`config.mk`:
```
export PLATFORM = sky130hd
export DESIGN_NAME = pin_function_and_pull_control
export DESIGN_NICKNAME = d
export VERILOG_FILES = /design/src/pin_mux_pkg.sv /design/src/pin_function_and_pull_control.sv
export SDC_FILE = /design/constraint.sdc
export NUM_CORES = 1
export LEC_CHECK = 0
export BUFFER_PORTS_ARGS = -buffer_cell sky130_fd_sc_hd__buf_2
export CAP_MARGIN = 20
export CORE_MARGIN = 8
export CORE_UTILIZATION = 25
export DETAILED_ROUTE_END_ITERATION = 7
export GPL_TIMING_DRIVEN = 1
export PLACE_DENSITY = 0.39
export SYNTH_ARGS = -nofsm -noshare
export SYNTH_HDL_FRONTEND = slang
export SYNTH_SLANG_ARGS = --single-unit
```
`constraint.sdc`:
```
create_clock -name clk -period 6.3 [get_ports clk]
set_clock_uncertainty 0.15 [all_clocks]
set_input_delay 1.26 -clock clk [delete_from_list [all_inputs] [get_ports clk]]
set_output_delay 1.26 -clock clk [all_outputs]
set_load 0.02 [all_outputs]
```
`src/pin_mux_pkg.sv`:
```
// Register map, field layout and pin direction constants for the pin mux block
package pin_mux_pkg;

  // ----------------------------------------------------------------
  // Register map
  // ----------------------------------------------------------------
  localparam int          NUM_REGS     = 10;
  localparam logic [3:0]  SEL_IDX      = 4'h9;
  localparam logic [3:0]  NO_IDX       = 4'hA;

  // Index order: bus, display, C, D, E, F, G, H, I, function select
  localparam logic [31:0] REG_ADDR [NUM_REGS] = '{
    32'hB000_0010, 32'hB000_0014, 32'hB000_0018, 32'hB000_001C, 32'hB000_0020,
    32'hB000_0024, 32'hB000_0028, 32'hB000_002C, 32'hB000_0030, 32'hB000_000C
  };

  localparam logic [31:0] REG_RESET [NUM_REGS] = '{
    32'hFFFF_FFFF, 32'h0003_FFFF, 32'h0000_FFFF, 32'h0000_07FF, 32'h0000_3FFF,
    32'h0000_03FF, 32'h0001_FFFF, 32'h0000_00FF, 32'h0FFF_FFFF, 32'h0000_0000
  };

  // Writable bits; everything else reads as zero
  localparam logic [31:0] REG_MASK [NUM_REGS] = '{
    32'hFFFF_FFFF, 32'h0003_FFFF, 32'h0000_FFFF, 32'h0000_07FF, 32'h0000_3FFF,
    32'h0000_03FF, 32'h0001_FFFF, 32'h0000_00FF, 32'h0FFF_FFFF, 32'h003C_3FFF
  };

  // ----------------------------------------------------------------
  // Function select fields
  // ----------------------------------------------------------------
  localparam int G_OPTION_BIT  = 0;
  localparam int F_SEL_BIT     = 1;
  localparam int C_SEL_LSB     = 2;
  localparam int D_SEL_LSB     = 4;
  localparam int E_SEL_LSB     = 8;
  localparam int G_SEL_LSB     = 18;

  // Port G pin-pair function codes
  localparam logic [2:0] GF_GPIO      = 3'h0;
  localparam logic [2:0] GF_KBD_MOUSE = 3'h1;
  localparam logic [2:0] GF_EXT_DMA   = 3'h2;
  localparam logic [2:0] GF_SD_CARD2  = 3'h3;
  localparam logic [2:0] GF_MEM_CARD2 = 3'h4;

  // Port C one-hot routes
  localparam logic [3:0] C_GPIO    = 4'h1;
  localparam logic [3:0] C_NAND    = 4'h2;
  localparam logic [3:0] C_KEYPAD  = 4'h4;
  localparam logic [3:0] C_DISPLAY = 4'h8;

  // ----------------------------------------------------------------
  // Pull direction per pin
  // ----------------------------------------------------------------
  localparam logic [13:0] E_DOWN_PINS = 14'h007F;
  localparam logic [13:0] E_UP_PINS   = 14'h3F00;
  localparam logic [9:0]  F_DOWN_PINS = 10'h332;
  localparam logic [9:0]  F_UP_PINS   = 10'h0CC;
  localparam logic [16:0] G_DOWN_PINS = 17'h0_0AFF;
  localparam logic [16:0] G_UP_PINS   = 17'h1_F000;
  localparam logic [15:0] I_DOWN_PINS = 16'h0420;
  localparam logic [15:0] I_UP_PINS   = 16'hFBDF;

endpackage : pin_mux_pkg

```
`src/pin_function_and_pull_control.sv`:
```
// APB-programmed pin function routing and internal pull resistor control

// What this block does
// Option clear: keyboard-mouse or DMA on G
// Option set: DMA, SD2 or memory-card on G
// Select register bit zero is the option
// Software-controlled internal pulls on I/O pins
// Bit one disables pull, reset disables all
// Bus data lines pulled down, one-to-one
// Display lines 17..0 pulled up, rest reserved
// Port C bits 15..0 pull up
// Port D bits 9..0 pull up
// Port E: down 6..0, up 13..8, 7 none
// Port F mixed directions, pin 0 none
// Port G mixed directions, 10 and 8 none
// Port H bits 7..0 pull up
// Port I bits 27..16 pull drive lines up
// Port I pins 10,5 down, others up
// Port C select: GPIO, NAND, keypad, display
// Port F select: GPIO or reduced Ethernet
module pin_function_and_pull_control (
  // Clock and reset
  input  wire logic        clk,
  input  wire logic        sys_rst,
  // APB slave
  input  wire logic        psel,
  input  wire logic        penable,
  input  wire logic        pwrite,
  input  wire logic [31:0] paddr,
  input  wire logic [31:0] pwdata,
  input  wire logic [3:0]  pstrb,
  output logic      [31:0] prdata,
  output logic             pready,
  output logic             pslverr,
  // Pull enables, high means resistor connected
  output logic      [31:0] bus_data_pull_down,
  output logic      [17:0] display_data_pull_up,
  output logic      [15:0] port_c_pull_up,
  output logic      [9:0]  port_d_pull_up,
  output logic      [13:0] port_e_pull_up,
  output logic      [13:0] port_e_pull_down,
  output logic      [9:0]  port_f_pull_up,
  output logic      [9:0]  port_f_pull_down,
  output logic      [16:0] port_g_pull_up,
  output logic      [16:0] port_g_pull_down,
  output logic      [7:0]  port_h_pull_up,
  output logic      [15:0] port_i_pull_up,
  output logic      [15:0] port_i_pull_down,
  output logic      [11:0] drive_data_lines_pull_up,
  // Function routing
  output logic      [3:0]  port_c_route,
  output logic             port_f_rmii,
  output logic [3:0][2:0]  port_g_pin_func,
  output logic      [3:0]  port_d_func_sel,
  output logic      [5:0]  port_e_func_sel
);

  // ----------------------------------------------------------------
  // Decoding
  // ----------------------------------------------------------------
  function automatic logic [3:0] reg_index(input logic [31:0] addr);
    logic [3:0] idx;
    idx = pin_mux_pkg::NO_IDX;
    for (int i = 0; i < pin_mux_pkg::NUM_REGS; i++) begin
      if (addr == pin_mux_pkg::REG_ADDR[i]) begin
        idx = 4'(i);
      end
    end
    return idx;
  endfunction : reg_index

  // Port C select code to one-hot route
  function automatic logic [3:0] c_route(input logic [1:0] code);
    logic [3:0] r;
    unique case (code)
      2'b00:   r = pin_mux_pkg::C_GPIO;
      2'b01:   r = pin_mux_pkg::C_NAND;
      2'b10:   r = pin_mux_pkg::C_KEYPAD;
      2'b11:   r = pin_mux_pkg::C_DISPLAY;
    endcase
    return r;
  endfunction : c_route

  // Port G pin pair (0: pins 5:4 .. 3: pins 11:10) under the option bit
  function automatic logic [2:0] g_pair(input logic opt, input logic [3:0] sel,
                                        input int pair);
    logic [2:0] f;
    f = pin_mux_pkg::GF_GPIO;
    if (!opt) begin
      if (sel[pair]) begin
        f = (pair >= 2) ? pin_mux_pkg::GF_KBD_MOUSE : pin_mux_pkg::GF_EXT_DMA;
      end
    end else if (pair >= 1) begin
      // Pins 11:6 move as one group between the two card interfaces
      f = sel[2] ? pin_mux_pkg::GF_MEM_CARD2 : pin_mux_pkg::GF_SD_CARD2;
    end else begin
      unique case (sel[1:0])
        2'b00:   f = pin_mux_pkg::GF_GPIO;
        2'b01:   f = pin_mux_pkg::GF_EXT_DMA;
        2'b10:   f = pin_mux_pkg::GF_SD_CARD2;
        2'b11:   f = pin_mux_pkg::GF_MEM_CARD2;
      endcase
    end
    return f;
  endfunction : g_pair

  // ----------------------------------------------------------------
  // APB access
  // ----------------------------------------------------------------
  logic [3:0]  acc_idx;
  logic        acc_hit;
  logic        wr_en;
  logic [31:0] strobe_mask;
  logic [31:0] regs_q [pin_mux_pkg::NUM_REGS];
  logic [31:0] prdata_q;

  assign acc_idx     = reg_index(paddr);
  assign acc_hit     = (acc_idx != pin_mux_pkg::NO_IDX);
  assign wr_en       = psel && penable && pwrite && acc_hit;
  assign strobe_mask = {{8{pstrb[3]}}, {8{pstrb[2]}}, {8{pstrb[1]}}, {8{pstrb[0]}}};
  // Zero wait states; unmapped addresses answer with an error
  assign pready      = 1'b1;
  assign pslverr     = psel && penable && !acc_hit;
  assign prdata      = prdata_q;

  // Reserved bits never store, so they read as zero
  for (genvar i = 0; i < pin_mux_pkg::NUM_REGS; i++) begin : g_reg
    logic [31:0] wmask;
    assign wmask = strobe_mask & pin_mux_pkg::REG_MASK[i];
    always_ff @(posedge clk) begin
      if (sys_rst) begin
        regs_q[i] <= pin_mux_pkg::REG_RESET[i];
      end else if (wr_en && acc_idx == 4'(i)) begin
        regs_q[i] <= (regs_q[i] & ~wmask) | (pwdata & wmask);
      end
    end
  end

  // Read data is captured in the setup cycle so it comes from a flip-flop
  always_ff @(posedge clk) begin
    if (sys_rst) begin
      prdata_q <= 32'h0000_0000;
    end else if (psel && !penable) begin
      prdata_q <= acc_hit ? regs_q[acc_idx] : 32'h0000_0000;
    end
  end

  // ----------------------------------------------------------------
  // Pull resistor outputs
  // ----------------------------------------------------------------
  // A cleared bit connects the resistor; direction is fixed per pin
  always_ff @(posedge clk) begin
    if (sys_rst) begin
      bus_data_pull_down       <= '0;
      display_data_pull_up     <= '0;
      port_c_pull_up           <= '0;
      port_d_pull_up           <= '0;
      port_e_pull_up           <= '0;
      port_e_pull_down         <= '0;
      port_f_pull_up           <= '0;
      port_f_pull_down         <= '0;
      port_g_pull_up           <= '0;
      port_g_pull_down         <= '0;
      port_h_pull_up           <= '0;
      port_i_pull_up           <= '0;
      port_i_pull_down         <= '0;
      drive_data_lines_pull_up <= '0;
    end else begin
      bus_data_pull_down       <= ~regs_q[0];
      display_data_pull_up     <= ~regs_q[1][17:0];
      port_c_pull_up           <= ~regs_q[2][15:0];
      port_d_pull_up           <= ~regs_q[3][9:0];
      port_e_pull_up           <= ~regs_q[4][13:0] & pin_mux_pkg::E_UP_PINS;
      port_e_pull_down         <= ~regs_q[4][13:0] & pin_mux_pkg::E_DOWN_PINS;
      port_f_pull_up           <= ~regs_q[5][9:0] & pin_mux_pkg::F_UP_PINS;
      port_f_pull_down         <= ~regs_q[5][9:0] & pin_mux_pkg::F_DOWN_PINS;
      port_g_pull_up           <= ~regs_q[6][16:0] & pin_mux_pkg::G_UP_PINS;
      port_g_pull_down         <= ~regs_q[6][16:0] & pin_mux_pkg::G_DOWN_PINS;
      port_h_pull_up           <= ~regs_q[7][7:0];
      port_i_pull_up           <= ~regs_q[8][15:0] & pin_mux_pkg::I_UP_PINS;
      port_i_pull_down         <= ~regs_q[8][15:0] & pin_mux_pkg::I_DOWN_PINS;
      drive_data_lines_pull_up <= ~regs_q[8][27:16];
    end
  end

  // ----------------------------------------------------------------
  // Function routing outputs
  // ----------------------------------------------------------------
  logic [31:0] sel_r;
  logic        g_opt;
  assign sel_r = regs_q[pin_mux_pkg::SEL_IDX];
  assign g_opt = sel_r[pin_mux_pkg::G_OPTION_BIT];

  always_ff @(posedge clk) begin
    if (sys_rst) begin
      port_c_route    <= pin_mux_pkg::C_GPIO;
      port_f_rmii     <= 1'b0;
      port_d_func_sel <= '0;
      port_e_func_sel <= '0;
    end else begin
      port_c_route    <= c_route(sel_r[pin_mux_pkg::C_SEL_LSB +: 2]);
      port_f_rmii     <= sel_r[pin_mux_pkg::F_SEL_BIT];
      port_d_func_sel <= sel_r[pin_mux_pkg::D_SEL_LSB +: 4];
      port_e_func_sel <= sel_r[pin_mux_pkg::E_SEL_LSB +: 6];
    end
  end

  for (genvar p = 0; p < 4; p++) begin : g_pair_out
    always_ff @(posedge clk) begin
      if (sys_rst) begin
        port_g_pin_func[p] <= pin_mux_pkg::GF_GPIO;
      end else begin
        port_g_pin_func[p] <= g_pair(g_opt, sel_r[pin_mux_pkg::G_SEL_LSB +: 4], p);
      end
    end
  end

  logic full_wr;
  assign full_wr = wr_en && (pstrb == 4'hF);
endmodule : pin_function_and_pull_control

```
### Yosys cells after proc, flatten, opt, wreduce, memory -nomap -nowiden

Memory sizes are Yosys's and may differ from the RTL's.
Cells that the tools add are included.

* equal/unequal tests: 26
* mux-type cells: 64
* bitwise gates (word level): 60
* reduce and logical (&&, ||, !) cells: 20

Operators with widths (count)
* bitwise AND 32 bit: 11
* two-way mux 32 bit: 11
* equality test 32 bit (second input constant): 10
* OR 32 bit: 10
* NOT 32 bit: 2
* two-way mux 4 bit: 10
* two-way mux 1 bit: 34
* bitwise AND 32 x 10 -> 32 bit: 1
* bitwise AND 32 x 11 -> 32 bit: 1
* bitwise AND 32 x 14 -> 32 bit: 1
* bitwise AND 32 x 16 -> 32 bit: 1
* bitwise AND 32 x 17 -> 32 bit: 1
* bitwise AND 32 x 18 -> 32 bit: 1
* bitwise AND 32 x 22 -> 32 bit: 1
* bitwise AND 32 x 28 -> 32 bit: 1
* bitwise AND 32 x 8 -> 32 bit: 1
* NOT 10 -> 32 bit: 1
* NOT 11 -> 32 bit: 1
* NOT 14 -> 32 bit: 1
* NOT 16 bit: 2
* NOT 16 -> 32 bit: 1
* NOT 17 -> 32 bit: 1
* NOT 18 -> 32 bit: 1
* NOT 22 -> 32 bit: 1
* other kinds (24): 64

* register bits: 269
* bits in writable memories: 320
* input port bits: 73
* output and inout port bits: 271
* logic and storage cells: 202
* memories: 1

Memories
* regs_q: words 10, bits a word 32, rd ports 11, clocked after memory_dff 0, wr ports 10, RTL line pin_function_and_pull_control.sv:114 `logic [31:0] regs_q [pin_mux_pkg::NUM_REGS];`

### Depth between registers and ports, before layout

* word-level depth: 18
* gate-level depth with buffers: 10
* depth with buffers taken out: 6

### Worst setup path after synthesis

OpenSTA, ideal clock, no wires.

* kind: input to register
* start point: input paddr[12]
* end point: memory regs_q[0][0] (enable)
* setup time: 0.428 ns
* arrival: 4.286 ns
* required time: 5.722 ns
* path slack: 1.436 ns
* stages: 7
* buffers on the path: 2
* cells stage by stage: or4_4 -> and3b_1 -> buf_2 -> and3_1 -> clkbuf_1 -> nand2_1 -> o21bai_1

RTL lines
* start: declaration: RTL line pin_function_and_pull_control.sv:29 `input wire logic [31:0] paddr,`
* end: declaration: RTL line pin_function_and_pull_control.sv:114

### Worst setup path after layout

* start point: input paddr[12]
* end point: output pslverr

* word-level cells in the longest chain between the ends: 14
* elaborated cells on any way between the ends: 23
* those cells by class: eq/ne (11); mux (10); reduce/logical (2)

Ends and longest elaborated chain
* equality test 32 bit: RTL line pin_function_and_pull_control.sv:65 `if (addr == pin_mux_pkg::REG_ADDR[i]) begin`
* two-way mux 4 bit (9 in series): RTL line pin_function_and_pull_control.sv:65
* two-way mux 4 bit *: RTL line pin_function_and_pull_control.sv:65
* != test 4 bit *: RTL line pin_function_and_pull_control.sv:118 `assign acc_hit = (acc_idx != pin_mux_pkg::NO_IDX);`
* logical NOT 1 bit *: RTL line pin_function_and_pull_control.sv:123 `assign pslverr = psel && penable && !acc_hit;`
* logical AND 1 bit *: RTL line pin_function_and_pull_control.sv:123
* end: declaration: RTL line pin_function_and_pull_control.sv:34 `output logic pslverr,`

Mark *: on every way between the ends. The rest lies on a longest branch, timed or not.

==> key figures <==
Route
  • Avg WL per Cell: 23.6 µm
  • Initial detailed-routing violation count: 795
  • Routed Antenna Nets: 0
  • Count of vias placed by the detailed router: 11600
  • First-pass iteration count of the detailed router: 5
  • Drt via density: 4.62
  • DRC: 0
  • Total Routed Length: 59500 µm

Synthesis
  • Synthesized area per cell: 10.6 µm²
  • Cell type with the largest total area after synthesis: edfxtp_1
  • Number of library cell types mapped by synthesis: 70
  • Fraction of registers with async set or reset after synthesis: 0
  • Post-synth top area share: 0.338
  • Total of warnings raised by yosys: 0
  • Register area share after synthesis: 0.606
  • Most frequent cell after synthesis: dfxtp_1
  • Post-synthesis instance area: 15300 µm²
  • Yosys reg bits: 376
  • Dominant register cell in the synthesized netlist: dfxtp_1
  • Most instantiated cells after synthesis: dfxtp_1 (204), nor2_1 (183), edfxtp_1 (172)
  • Synthesized netlist cell count: 1434
  • Main area contributors after synthesis: edfxtp_1 (34%), dfxtp_1 (27%), nand2b_1 (6.7%)
  • Number of synthesized flops with an enable pin: 172

Clock network
  • Number of buffers inserted during clock tree synthesis: 45
  • Max Root-Sink Buffers: 3
  • Number of sinks handled by clock tree synthesis: 376
  • CTS clk-pin slew, worst paths: 0.06 ns
  • Clock latency on the worst-skew pair: 0.57 ns
  • Hold Buf Count CTS: 0
  • Post-CTS Setup Repair Bufs: 0
  • Number of H-tree levels: 2
  • TritonCTS clock tree: built
  • CTS Root Buffer Type: clkbuf_16
  • Resize count post-CTS: 0

Timing
  • Number of hold violations in the final report: 0
  • Final period demand of the worst path: 4.69 ns
  • Final-report max-slew violation count: 0
  • Transition time at the pin with the least slew margin: 1.09 ns
  • Worst rel slew slack: 0.271
  • Final setup violation count: 0
  • Summed negative setup slack over all endpoints: 0 ns
  • Setup repair after global routing missed its margin: false
  • Final period utilization: 0.745
  • Achievable Freq: 213 MHz

Worst hold path
  • Type of the worst min-delay path: flip-flop to flip-flop

Finish
  • Area delta synth->final: 23.1%
  • Count of placed standard cells in the final layout, fillers left out: 2518
  • Final core utilization: 0.311
  • Number of diodes: 0
  • Fraction of final layout cells sized beyond drive strength 1: 0.242
  • Number of nets in the finished design: 1774
  • FILL cells: 6330
  • Post-Layout Inst Area: 18800 µm²

Floorplan
  • Chip height: 263 µm
  • Floorplan die width: 263 µm
  • Count of standard-cell rows: 90
  • Placeable core area: 60400 µm²
  • I/O Pins: 344
  • Total Die Area: 69200 µm²
  • Starting density of the core: 0.253

Placement
  • Buffers added on ports: 281
  • Placed inst area: 17200 µm²
  • RD Place Congestion: 0.808
  • Post-DP HPWL: 43000 µm
  • Total instance count after detailed placement: 2434

Setup path
  • Critical Path End Type: primary output
  • R2r worst-path depth: 4
  • Terminus of the critical flop-to-flop path: prdata[9]
  • Type of the worst setup path: input port to primary output
  • Slack of the worst reg-to-reg path: 4.53 ns
  • Startpoint types: input port
  • Startpoint of the worst-slack reg-to-reg timing path: regs_q[4][9]
  • Destination of the critical timing path: pslverr
  • Critical path launch point: paddr[12]
  • Critical path data arrival time: 3.28 ns
  • Largest fanout of any net on the critical path: 9
  • Worst EP required: 4.89 ns

Global routing
  • Vias in the first global route: 12100
  • Largest net degree at the start of global routing: 87
  • Antenna violations before repair: 4
  • Combined global-route utilization of all metal layers: 0.166
  • Global-route wire length before repair: 86300 µm
  • Overflow after GRT: 0

Power
  • Pwr/cell area: 306 nW/µm²
  • Worst VDD drop: 0.000152 V
  • P_leak: 7.41 nW
  • Overall power consumption: 5.75 mW

Flow run
  • Number of maximum-capacitance violations: 0

Status
  • Result of the run: completed
==> critical path, cell delays in order <==
cell and delay [ns]:
buf_2 0.10, or4_4 0.54, nand3b_4 0.29, nor3_4 0.63, nor3_1 0.23, buf_2 0.22
==> state kept, by name, summed over array words and instances, names as in the netlist, 10 cells and up <==
signal                    count
drive_data_lines_pull_up     12
bus_data_pull_down           32
regs_q                      172
port_c_pull_up               16
prdata                       32
display_data_pull_up         18
port_d_pull_up               10
port_g_pull_down             10
port_i_pull_up               14
==> per-stage QoR <==
| stage | worst slack (ns) | hold slack [ns] |
|---|---|---|
| final | 1.61 | 0.280 |
| after detailed placement | 1.43 | 0.275 |
| after global routing | 1.53 | 0.299 |
| after global placement | 1.50 | 0.272 |
| after CTS | 1.57 | 0.285 |
| after floorplan | 1.44 | 0.261 |
==> kinds of logic after synthesis <==
group / after synthesis / share of synthesized area
AO/OA/AOI/OAI: 183 / 0.0806
XOR/XNOR: 1 / 0.000574
adder cells (fa/ha/maj): 2 / 0.00164
buffers and inverters: 165 / 0.0606
flip-flops: 376 / 0.606
multiplexers: 29 / 0.0200
other: 2 / 0.000492
AND/OR/NAND/NOR: 676 / 0.230
==> metal layers <==
metal / up-vias / GRT usage / wire [µm]
met2: 444 / 0.268 / 27500
li1: 5419 / - / -
met5: - / 0 / 27
met4: 4 / 0.0441 / 1380
met3: 86 / 0.0371 / 3760
met1: 5687 / 0.221 / 26900
==> layout by cell type (no fill, tap or decap), types with 4 or more instances in the layout <==
master | synthesis | routed
o31ai_1 | 7 | 7
nand3_1 | 147 | 147
dfxtp_1 | 204 | 204
clkinv_2 | 0 | 8
or3_1 | 9 | 9
o211ai_1 | 19 | 19
nor3_1 | 14 | 14
nor2b_1 | 18 | 18
o2111ai_1 | 6 | 6
nor2_1 | 183 | 182
mux2i_1 | 17 | 17
o21ai_0 | 31 | 31
clkbuf_8 | 0 | 10
o221ai_1 | 7 | 7
clkbuf_16 | 0 | 50
inv_1 | 17 | 17
nor3_2 | 5 | 5
nor3_4 | 8 | 8
nand2b_1 | 164 | 164
buf_2 | 19 | 280
and3_1 | 4 | 4
nor4_1 | 5 | 5
conb_1 | 2 | 62
o21bai_1 | 12 | 9
and2_1 | 4 | 4
nand2_1 | 95 | 95
clkbuf_1 | 55 | 7
a22o_1 | 5 | 5
a22oi_1 | 6 | 6
a21oi_1 | 45 | 45
a31oi_1 | 13 | 13
edfxtp_1 | 172 | 172
mux2_2 | 12 | 12
buf_4 | 69 | 25
==> where the power goes <==
group | switching, mW | total, mW | leakage (nW) | internal, mW
clock | 1.07 | 2.71 | 0.774 | 1.64
combinational | 0.286 | 0.393 | 3.49 | 0.107
sequential | 0.0448 | 2.65 | 3.14 | 2.61
==> cell type report <==
cell class	instances	area, µm²	share of cell area
inverters	17	63.8	0.00340
repair buffers	306	1600	0.0851
clock buffers	67	1420	0.0753
flip-flops and latches	376	9250	0.492
well taps	782	978	0.0521
clock inverters	17	143	0.00759
multi-input cells	953	5350	0.284
==> worst min path at each step <==
stage / from / end / slack, ns / depth (start not counted)
floorplan: regs_q[0][0] / bus_data_pull_down[0] / 0.26 / 1
global placement: regs_q[8][16] / drive_data_lines_pull_up[0] / 0.27 / 1
detailed placement: regs_q[0][5] / bus_data_pull_down[5] / 0.27 / 1
CTS: regs_q[0][18] / bus_data_pull_down[18] / 0.28 / 1
global route: regs_q[0][18] / bus_data_pull_down[18] / 0.30 / 1
finish: regs_q[0][18] / bus_data_pull_down[18] / 0.28 / 1
Note: power is estimated with default switching activity, not from simulation.
